## src/hdl/cfrs_pkg.sv

```systemverilog
// Constants and register map of the field region sequencer
package cfrs_pkg;
    // ==================================================
    // Geometry
    localparam int NUM_REGIONS  = 9;
    localparam int NUM_BOUNDS   = 8;
    localparam int NUM_GATES    = 8;
    localparam int SEQ_W        = 5;
    localparam int LINE_W       = 12;
    localparam int PIX_W        = 13;
    localparam int MASK_W       = 16;
    localparam int ASSIGN_W     = 24;
    localparam int GPAT_W       = 3;
    localparam int REGION_W     = 4;
    // ==================================================
    // Serial frame: 8 address bits then 24 data bits, LSB first
    localparam int ADDR_W       = 8;
    localparam int DATA_W       = 24;
    localparam int FRAME_W      = 32;
    localparam int BITCNT_W     = 6;
    // ==================================================
    // Register offsets
    localparam logic [7:0] ADDR_REGION_CFG   = 8'h00;
    localparam logic [7:0] ADDR_BOUNDARY     = 8'h10;
    localparam logic [7:0] ADDR_FIELD_TOTAL  = 8'h20;
    localparam logic [7:0] ADDR_FINAL_PIX    = 8'h21;
    localparam logic [7:0] ADDR_SECOND_START = 8'h22;
    localparam logic [7:0] ADDR_SECOND_GROUP = 8'h23;
    localparam logic [7:0] ADDR_GATE_MASK    = 8'h24;
    localparam logic [7:0] ADDR_GATE_ASSIGN  = 8'h25;
    localparam logic [7:0] ADDR_GATE_LINE1   = 8'h26;
    localparam logic [7:0] ADDR_GATE_LINE2   = 8'h27;
    localparam logic [7:0] ADDR_SEQ_LINE_LEN = 8'h40;
    localparam logic [7:0] ADDR_SEQ_EXTRA    = 8'h60;
    localparam logic [7:0] ADDR_SEQ_ALT      = 8'h80;
    localparam logic [7:0] ADDR_BLOCK_MASK   = 8'hE0;
    // ==================================================
    // Field positions
    localparam int REGION_SWEEP_BIT = 5;
    localparam int REGION_MULTI_BIT = 6;
    localparam int EXTRA_EN_BIT     = 12;
    localparam int ALT_CHOICE_LSB   = 13;
    // ==================================================
    // Values after reset
    localparam logic [11:0] RST_FIELD_TOTAL = 12'h106;
    localparam logic [12:0] RST_LINE_PIX    = 13'h0200;
    localparam logic [12:0] RST_FINAL_PIX   = 13'h0200;
    localparam logic [11:0] RST_BOUNDARY    = 12'hFFF;
    localparam logic [15:0] RST_GATE_MASK   = 16'hFFFF;
    localparam logic [11:0] RST_GATE_LINE   = 12'hFFF;
endpackage : cfrs_pkg

```

## src/hdl/cfrs_field_sequencer.sv

```systemverilog
// Field region sequencer: regions, field timing, sensor gates, second patterns
`timescale 1ns/10ps
// Contract
// (RQ1) Region runs its selected sequence number
// (RQ2) Per-region flag enables sweep operation
// (RQ3) Per-region flag enables multiplier operation
// (RQ4) Reaching boundary line advances to next region
// (RQ5) Eight boundaries make nine consecutive regions
// (RQ6) Field ends after programmed line total
// (RQ7) Last line uses final line pixel length
// (RQ8) Gate line second group starts at pixel
// (RQ9) Gate line second group from selector
// (RQ10) Mask bit pair suppresses gate per line
// (RQ11) Three-bit pattern number per gate output
// (RQ12) Gate pulses on first gate line
// (RQ13) Repeat gate pulses on second gate line
// (RQ14) Gate line: sequence group, then second group
// (RQ15) Per-sequence enable for extra pattern line
// (RQ16) Extra pattern inserted on chosen line
// (RQ17) Extra pattern uses alternate pattern choice
// (RQ18) Extra pattern begins at alternate start pixel
// (RQ19) Software keeps extra pattern off gate line
// (RQ20) Software prefers gate line second settings
// (RQ21) Software never mixes extra pattern, group B
// (RQ22) Slave mode ignores length settings
// (RQ23) Sweep region carries trains across lines
// (RQ24) Multiplier toggle equals setting times length
// (RQ25) Field start resets region and line
module cfrs_field_sequencer import cfrs_pkg::*; #(
    parameter int NUM_SEQ = 32
) (
    // Clock and reset
    input  wire logic                  ref_clk,
    input  wire logic                  sys_rst,
    // Serial programming port
    input  wire logic                  ser_clk,
    input  wire logic                  ser_data,
    input  wire logic                  ser_load_n,
    // Sync pins
    input  wire logic                  sync_slave,
    input  wire logic                  line_sync_in,
    input  wire logic                  field_sync_in,
    // Pattern generator toggle lookup
    input  wire logic [PIX_W-1:0]      toggle_setting,
    input  wire logic [PIX_W-1:0]      pattern_length,
    // Timing status
    output logic                       line_sync_out_r,
    output logic                       field_sync_out_r,
    output logic [REGION_W-1:0]        region_r,
    output logic [LINE_W-1:0]          line_cnt_r,
    output logic [PIX_W-1:0]           pix_cnt_r,
    // Vertical sequence control
    output logic [SEQ_W-1:0]           active_sequence_r,
    output logic                       sweep_active_r,
    output logic                       multiplier_active_r,
    output logic                       vertical_pattern_group_restart_r,
    output logic                       second_active_r,
    output logic [SEQ_W-1:0]           second_group_r,
    output logic [2*PIX_W-1:0]         mult_toggle_pixel_r,
    // Sensor gate outputs
    output logic [NUM_GATES-1:0]       gate_enable_r,
    output logic [ASSIGN_W-1:0]        gate_pattern_r
);
    initial begin
        if (NUM_SEQ < 1 || NUM_SEQ > 32) $error("NUM_SEQ must be 1 to 32");
    end

    // ==================================================
    // Pin synchronisers
    logic [5:0] sync1_r;
    logic [5:0] sync2_r;
    logic [5:0] sync3_r;
    always_ff @(posedge ref_clk) begin
        if (sys_rst) begin
            sync1_r <= 6'h07;
            sync2_r <= 6'h07;
            sync3_r <= 6'h07;
        end else begin
            sync1_r <= {field_sync_in, line_sync_in, sync_slave, ser_data, ser_load_n, ser_clk};
            sync2_r <= sync1_r;
            sync3_r <= sync2_r;
        end
    end
    logic sck_rise;
    logic load_rise;
    logic slave_mode;
    logic line_rise;
    logic field_rise;
    assign sck_rise   = sync2_r[0] & ~sync3_r[0];
    assign load_rise  = sync2_r[1] & ~sync3_r[1];
    assign slave_mode = sync2_r[3];
    assign line_rise  = sync2_r[4] & ~sync3_r[4];
    assign field_rise = sync2_r[5] & ~sync3_r[5];

    // ==================================================
    // Serial shifter
    logic [FRAME_W-1:0]  shift_r;
    logic [BITCNT_W-1:0] bitcnt_r;
    always_ff @(posedge ref_clk) begin
        if (sys_rst) begin
            shift_r  <= '0;
            bitcnt_r <= '0;
        end else if (sync2_r[1]) begin
            bitcnt_r <= '0;
        end else if (sck_rise) begin
            shift_r <= {sync2_r[2], shift_r[FRAME_W-1:1]};
            if (bitcnt_r != BITCNT_W'(FRAME_W)) bitcnt_r <= bitcnt_r + 1'b1;
        end
    end
    logic               wr_en;
    logic [ADDR_W-1:0]  wr_addr;
    logic [DATA_W-1:0]  wr_data;
    assign wr_en   = load_rise && bitcnt_r == BITCNT_W'(FRAME_W);
    assign wr_addr = shift_r[ADDR_W-1:0];
    assign wr_data = shift_r[FRAME_W-1:ADDR_W];

    // ==================================================
    // Field registers
    logic [SEQ_W-1:0]    region_seq_r   [NUM_REGIONS];
    logic                region_sweep_r [NUM_REGIONS];
    logic                region_multi_r [NUM_REGIONS];
    logic [LINE_W-1:0]   boundary_r     [NUM_BOUNDS];
    logic [LINE_W-1:0]   field_line_total_r;
    logic [PIX_W-1:0]    final_line_pixels_r;
    logic [PIX_W-1:0]    gate_line_second_start_r;
    logic [SEQ_W-1:0]    gate_line_second_group_r;
    logic [MASK_W-1:0]   gate_output_mask_r;
    logic [ASSIGN_W-1:0] gate_pattern_assign_r;
    logic [LINE_W-1:0]   gate_active_line_one_r;
    logic [LINE_W-1:0]   gate_active_line_two_r;
    always_ff @(posedge ref_clk) begin
        if (sys_rst) begin
            for (int i = 0; i < NUM_REGIONS; i++) begin
                region_seq_r[i]   <= '0;
                region_sweep_r[i] <= 1'b0;
                region_multi_r[i] <= 1'b0;
            end
            for (int i = 0; i < NUM_BOUNDS; i++) boundary_r[i] <= RST_BOUNDARY;
            field_line_total_r       <= RST_FIELD_TOTAL;
            final_line_pixels_r      <= RST_FINAL_PIX;
            gate_line_second_start_r <= '0;
            gate_line_second_group_r <= '0;
            gate_output_mask_r       <= RST_GATE_MASK;
            gate_pattern_assign_r    <= '0;
            gate_active_line_one_r   <= RST_GATE_LINE;
            gate_active_line_two_r   <= RST_GATE_LINE;
        end else if (wr_en) begin
            for (int i = 0; i < NUM_REGIONS; i++) begin
                if (wr_addr == ADDR_REGION_CFG + 8'(i)) begin
                    region_seq_r[i]   <= wr_data[SEQ_W-1:0];             // see RQ1
                    region_sweep_r[i] <= wr_data[REGION_SWEEP_BIT];      // see RQ2
                    region_multi_r[i] <= wr_data[REGION_MULTI_BIT];      // see RQ3
                end
            end
            for (int i = 0; i < NUM_BOUNDS; i++) begin
                if (wr_addr == ADDR_BOUNDARY + 8'(i)) boundary_r[i] <= wr_data[LINE_W-1:0];
            end
            case (wr_addr)
                ADDR_FIELD_TOTAL:  field_line_total_r       <= wr_data[LINE_W-1:0];
                ADDR_FINAL_PIX:    final_line_pixels_r      <= wr_data[PIX_W-1:0];
                ADDR_SECOND_START: gate_line_second_start_r <= wr_data[PIX_W-1:0];
                ADDR_SECOND_GROUP: gate_line_second_group_r <= wr_data[SEQ_W-1:0];
                ADDR_GATE_MASK:    gate_output_mask_r       <= wr_data[MASK_W-1:0];
                ADDR_GATE_ASSIGN:  gate_pattern_assign_r    <= wr_data;
                ADDR_GATE_LINE1:   gate_active_line_one_r   <= wr_data[LINE_W-1:0];
                ADDR_GATE_LINE2:   gate_active_line_two_r   <= wr_data[LINE_W-1:0];
                default: ;
            endcase
        end
    end

    // ==================================================
    // Per-sequence registers
    logic [PIX_W-1:0]  line_pixel_total_r         [NUM_SEQ];
    logic              extra_pattern_enable_r     [NUM_SEQ];
    logic [LINE_W-1:0] extra_pattern_line_r       [NUM_SEQ];
    logic [SEQ_W-1:0]  alternate_pattern_choice_r [NUM_SEQ];
    logic [PIX_W-1:0]  alternate_pattern_start_r  [NUM_SEQ];
    always_ff @(posedge ref_clk) begin
        if (sys_rst) begin
            for (int s = 0; s < NUM_SEQ; s++) begin
                line_pixel_total_r[s]         <= RST_LINE_PIX;
                extra_pattern_enable_r[s]     <= 1'b0;
                extra_pattern_line_r[s]       <= '0;
                alternate_pattern_choice_r[s] <= '0;
                alternate_pattern_start_r[s]  <= '0;
            end
        end else if (wr_en) begin
            for (int s = 0; s < NUM_SEQ; s++) begin
                if (wr_addr == ADDR_SEQ_LINE_LEN + 8'(s)) begin
                    line_pixel_total_r[s] <= wr_data[PIX_W-1:0];
                end
                if (wr_addr == ADDR_SEQ_EXTRA + 8'(s)) begin
                    extra_pattern_line_r[s]   <= wr_data[LINE_W-1:0];
                    extra_pattern_enable_r[s] <= wr_data[EXTRA_EN_BIT];   // see RQ15
                end
                if (wr_addr == ADDR_SEQ_ALT + 8'(s)) begin
                    alternate_pattern_start_r[s]  <= wr_data[PIX_W-1:0];
                    alternate_pattern_choice_r[s] <= wr_data[ALT_CHOICE_LSB+:SEQ_W];
                end
            end
        end
    end

    // ==================================================
    // Line and field timing
    logic [SEQ_W-1:0]  cur_seq;
    logic              last_line;
    logic [PIX_W-1:0]  line_len;
    logic              line_end;
    logic              field_end;
    logic [LINE_W-1:0] next_line;
    logic              region_step;
    assign cur_seq   = region_seq_r[region_r];
    assign next_line = line_cnt_r + 1'b1;
    assign last_line = {1'b0, line_cnt_r} + 13'h0001 >= {1'b0, field_line_total_r};
    assign line_len  = last_line ? final_line_pixels_r                    // see RQ7
                                 : line_pixel_total_r[cur_seq];
    assign line_end  = slave_mode ? (line_rise | field_rise)              // see RQ22
                                  : ({1'b0, pix_cnt_r} + 14'h0001 >= {1'b0, line_len});
    assign field_end = slave_mode ? field_rise : (line_end & last_line);  // see RQ6
    assign region_step = region_r < REGION_W'(NUM_BOUNDS)
                         && next_line == boundary_r[region_r[2:0]];       // see RQ4 RQ5

    always_ff @(posedge ref_clk) begin
        if (sys_rst) begin
            pix_cnt_r  <= '0;
            line_cnt_r <= '0;
            region_r   <= '0;
        end else if (field_end) begin
            pix_cnt_r  <= '0;
            line_cnt_r <= '0;                                            // see RQ25
            region_r   <= '0;
        end else if (line_end) begin
            pix_cnt_r  <= '0;
            line_cnt_r <= next_line;
            if (region_step) region_r <= region_r + 1'b1;               // see RQ4
        end else begin
            pix_cnt_r <= pix_cnt_r + 1'b1;
        end
    end

    // ==================================================
    // Sequence outputs
    always_ff @(posedge ref_clk) begin
        if (sys_rst) begin
            line_sync_out_r     <= 1'b0;
            field_sync_out_r    <= 1'b0;
            active_sequence_r   <= '0;
            sweep_active_r      <= 1'b0;
            multiplier_active_r <= 1'b0;
            vertical_pattern_group_restart_r      <= 1'b0;
            mult_toggle_pixel_r <= '0;
        end else begin
            line_sync_out_r     <= line_end;
            field_sync_out_r    <= field_end;
            active_sequence_r   <= cur_seq;                              // see RQ1
            sweep_active_r      <= region_sweep_r[region_r];             // see RQ2
            multiplier_active_r <= region_multi_r[region_r];             // see RQ3
            vertical_pattern_group_restart_r      <= line_end & (field_end | region_step
                                   | ~region_sweep_r[region_r]);         // see RQ23
            if (region_multi_r[region_r]) begin
                mult_toggle_pixel_r <= toggle_setting * pattern_length;  // see RQ24
            end else begin
                mult_toggle_pixel_r <= {{PIX_W{1'b0}}, toggle_setting};
            end
        end
    end

    // ==================================================
    // Second pattern group selection
    logic on_gate_one;
    logic on_gate_two;
    logic on_gate_line;
    logic on_extra_line;
    assign on_gate_one   = line_cnt_r == gate_active_line_one_r;         // see RQ12
    assign on_gate_two   = line_cnt_r == gate_active_line_two_r;         // see RQ13
    assign on_gate_line  = on_gate_one | on_gate_two;
    assign on_extra_line = extra_pattern_enable_r[cur_seq]
                           && line_cnt_r == extra_pattern_line_r[cur_seq]; // see RQ16
    always_ff @(posedge ref_clk) begin
        if (sys_rst) begin
            second_active_r <= 1'b0;
            second_group_r  <= '0;
        end else if (on_gate_line) begin
            second_active_r <= pix_cnt_r >= gate_line_second_start_r;    // see RQ8 RQ14
            second_group_r  <= gate_line_second_group_r;                 // see RQ9
        end else if (on_extra_line) begin
            second_active_r <= pix_cnt_r >= alternate_pattern_start_r[cur_seq]; // see RQ18
            second_group_r  <= alternate_pattern_choice_r[cur_seq];     // see RQ17
        end else begin
            second_active_r <= 1'b0;
            second_group_r  <= second_group_r;
        end
    end

    // ==================================================
    // Sensor gates
    always_ff @(posedge ref_clk) begin
        if (sys_rst) begin
            gate_enable_r  <= '0;
            gate_pattern_r <= '0;
        end else begin
            for (int g = 0; g < NUM_GATES; g++) begin
                gate_enable_r[g] <= (on_gate_one & ~gate_output_mask_r[2*g])
                                  | (on_gate_two & ~gate_output_mask_r[2*g+1]); // see RQ10
            end
            gate_pattern_r <= gate_pattern_assign_r;                     // see RQ11
        end
    end
endmodule : cfrs_field_sequencer

```

## config.mk

```make
export PLATFORM = sky130hd
export DESIGN_NAME = cfrs_field_sequencer
export DESIGN_NICKNAME = d
export VERILOG_FILES = /design/src/hdl/cfrs_pkg.sv /design/src/hdl/cfrs_field_sequencer.sv
export SDC_FILE = /design/constraint.sdc
export NUM_CORES = 2
export LEC_CHECK = 0
export ABC_AREA = 1
export BUFFER_PORTS_ARGS = -buffer_cell sky130_fd_sc_hd__buf_2
export CAP_MARGIN = 20
export CORE_ASPECT_RATIO = 0.9
export CORE_MARGIN = 2
export CORE_UTILIZATION = 58
export DETAILED_ROUTE_END_ITERATION = 10
export PLACE_DENSITY = 0.71
export SYNTH_ARGS = -nofsm -noshare
export SYNTH_HDL_FRONTEND = slang
export SYNTH_SLANG_ARGS = --single-unit
export TNS_END_PERCENT = 30
```

## constraint.sdc

```tcl
create_clock -name ref_clk -period 6.5 [get_ports ref_clk]
set_input_delay 0.975 -clock ref_clk [delete_from_list [all_inputs] [get_ports ref_clk]]
set_output_delay 0.975 -clock ref_clk [all_outputs]
set_load 0.01 [all_outputs]
```

==> metrics.cfg <==
[cells_and_area]
area_growth_pct = 10.3
nFillCells = 11100
drive_above_1_share_pct = 8.98
diodes = 0
multi_input_area_um2 = 26800
layout.nets = 8240
final-seq-area_um2 = 52400
utilization_pct = 64.3

[timing]
fin_crit_ns = 5.91
final_max_slew_viol_count = 0
rsz0062_at_grt = false
relSlewSlack_pct = 12.7
hold_viol_final = 0
setup_tns_ns = 0
finClkSkew_ns = 0.0717
worst_slew_pin_slew_ns = 1.29
fin_ws_ns = 0.589
finalCritPeriodShare_pct = 90.9
holdWs_ns = 0.344
fmax_ghz = 0.169
setup_violations = 0

[clocking]
post_cts_buffers = 0
clk_pin_slew_ns = 0.06
cts_resized = 0
cts_sinks = 1835
h-tree-depth = 4
clk_latency_ns = 0.84
postCtsHoldBufs = 0
clockRootBuffer = clkbuf_16
clockBufferDepth = 3
cts_tree = done
cts_buffers = 183

[floorplan]
row_count = 132
dieArea_um2 = 147000
start_util_pct = 58.3
core-area_um2 = 144000
io_pins = 137
chipHeight_um = 364
fp.dieW_um = 404

[setup_path]
path_class = reg -> reg
cp_data_arrival_time_ns = 6.61
crit_required_ns = 7.20
worst_setup_path_start_kind = register
path_max_fanout = 67
worstSetupEndpointType = register

[synth]
synth-edff-count = 1567
ys_seq_area_share_pct = 62.7
synth-seq-cells = 1835
syn_area_um2 = 83700
avgSynthCellArea_um2 = 10.5
yosysMostFrequentCell = nor2_1
yosys-top-cells-count = nor2_1, edfxtp_1, nand2_1, nand3_1, inv_1
synth_area_leaders = edfxtp_1, nor2_1, dfxtp_1, nand2_1, nand3_1
synth_nets = 8253
async_flop_share_pct = 0
synth_top_cell_by_area = edfxtp_1
netlist.area_leader.share_pct = 56.2
ys.flop_type = edfxtp_1
synth_cell_types = 55
syn_inst = 7971
yosys_warnings = 0

[drt]
first_pass_iters = 6
wl_per_cell_um = 24.9
drc = 0
via_per_inst = 6.19
vias = 61900
drt_iter0_drc = 8098
drtAntennaViolNets = 0
wl_um = 248000

[placed_design]
place_ws_ns = 0.196
port_buffers = 136
dp_hpwl_um = 157000
gp_congestion = 0.993

[global_routing]
grt_max_degree = 114
grt_overflow = 0
grt_pass1_wl_um = 366000
grt_pass1_vias = 57900
grt.total_usage_pct = 33.4
antenna_found_initial = 9

[min_path]
hold_class = in -> reg
hp-start = ser_clk

[job]
cap_violations = 0

[status]
status = completed

[power]
peakVddDrop_v = 0.000305
p_per_area_nw_per_um2 = 297
p_leak_nw = 34.8

==> cells by family (layout without fill, tap and decap cells) <==
| kind of cell | after synthesis | in the layout | synth area share (%) |
|---|---|---|---|
| muxes | 32 | 32 | 0.383 |
| AOI/OAI and AO/OA | 1253 | 1253 | 9.23 |
| and+or+nand+nor | 3441 | 3441 | 16.8 |
| buffers and inverters | 1109 | 1252 | 5.57 |
| xor gates and xnor gates | 53 | 53 | 0.555 |
| DFF | 1835 | 1835 | 62.7 |
| adders and majority gates | 248 | 248 | 4.79 |
==> registers in the layout, summed over array words and instances (netlist names), 8 cells and up, named ones only <==
signal / cells
line_cnt_r: 12
field_line_total_r: 12
shift_r: 32
gate_active_line_two_r: 12
boundary_r: 96
pix_cnt_r: 13
alternate_pattern_start_r: 416
gate_pattern_r: 24
gate_pattern_assign_r: 24
gate_line_second_start_r: 13
gate_enable_r: 8
gate_output_mask_r: 16
mult_toggle_pixel_r: 26
region_sweep_r: 9
region_multi_r: 9
final_line_pixels_r: 13
alternate_pattern_choice_r: 160
region_seq_r: 45
line_pixel_total_r: 416
extra_pattern_enable_r: 32
extra_pattern_line_r: 384
gate_active_line_one_r: 12
==> per-layer routing <==
metal  routed length (um)  track usage (%)
met5                   44                0
met1                97900             47.9
met4                10500             12.8
met3                33100             9.82
met2               107000             48.1
==> placed cells by master (no fill, tap or decap), types with 121 or more instances in the layout <==
cell type	instances
fa_1	121
buf_2	135
o211ai_1	149
inv_1	502
nand3_1	657
edfxtp_1	1567
ha_1	127
o21ai_0	450
nand2_1	1049
buf_4	208
a21oi_1	234
nor2_1	1562
clkbuf_16	188
dfxtp_1	267
==> area by class of cell <==
cell class | instances | share of cell area (%)
Sequential cell | 1835 | 56.8
Multi-Input combinational cell | 5027 | 29.0
Clock buffer | 250 | 5.41
Timing Repair Buffer | 378 | 3.10
Tap cell | 1876 | 2.54
Inverter | 533 | 2.20
Clock inverter | 91 | 0.908
==> path summary, 6_finish.rpt <==
path,cells past startpoint,slack [ns],end
max reg2reg,27,0.59,register
max,27,0.59,register
min reg2reg,2,0.41,sync2_r[5]
min,2,0.34,sync1_r[0]
==> metrics by stage <==
stage / power (mW) / instances / instance area, um^2
final: 27.4 / 9990 / 92300
after global routing: 28.4 / 9990 / 92300
after CTS: 27.4 / 9980 / 92100
after global placement: 17.1 / 9625 / 86100
after detailed placement: 17.2 / 9639 / 86300
after floorplan: 16.1 / 7971 / 83700
==> power by group <==
| group | switching [mW] | internal [mW] | total [mW] |
|---|---|---|---|
| clock | 4.58 | 5.83 | 10.4 |
| sequential | 0.115 | 13.1 | 13.2 |
| combinational | 2.48 | 1.35 | 3.83 |
| total | 7.17 | 20.3 | 27.4 |
==> critical path, stage by stage (launching register included) <==
cell	delay, ns
dfxtp_1	0.33
inv_2	0.34
nor2_1	0.09
o21ai_1	0.10
nand3_1	0.09
nand3_1	0.12
nand2_4	0.14
inv_8	0.40
buf_12	0.27
buf_4	0.24
o21ai_0	0.12
o221ai_1	0.27
o211ai_1	0.15
a21oi_1	0.40
o31ai_1	0.14
ha_1	0.30
nand2_1	0.13
nor2_1	0.06
nor4_1	0.22
nand3_1	0.27
nand2_1	0.13
nand2_1	0.08
buf_4	0.20
inv_1	0.35
nor2_1	0.15
inv_1	0.13
o21ai_0	0.08
a21oi_1	0.32
Note: power is estimated with default switching activity, not from simulation.
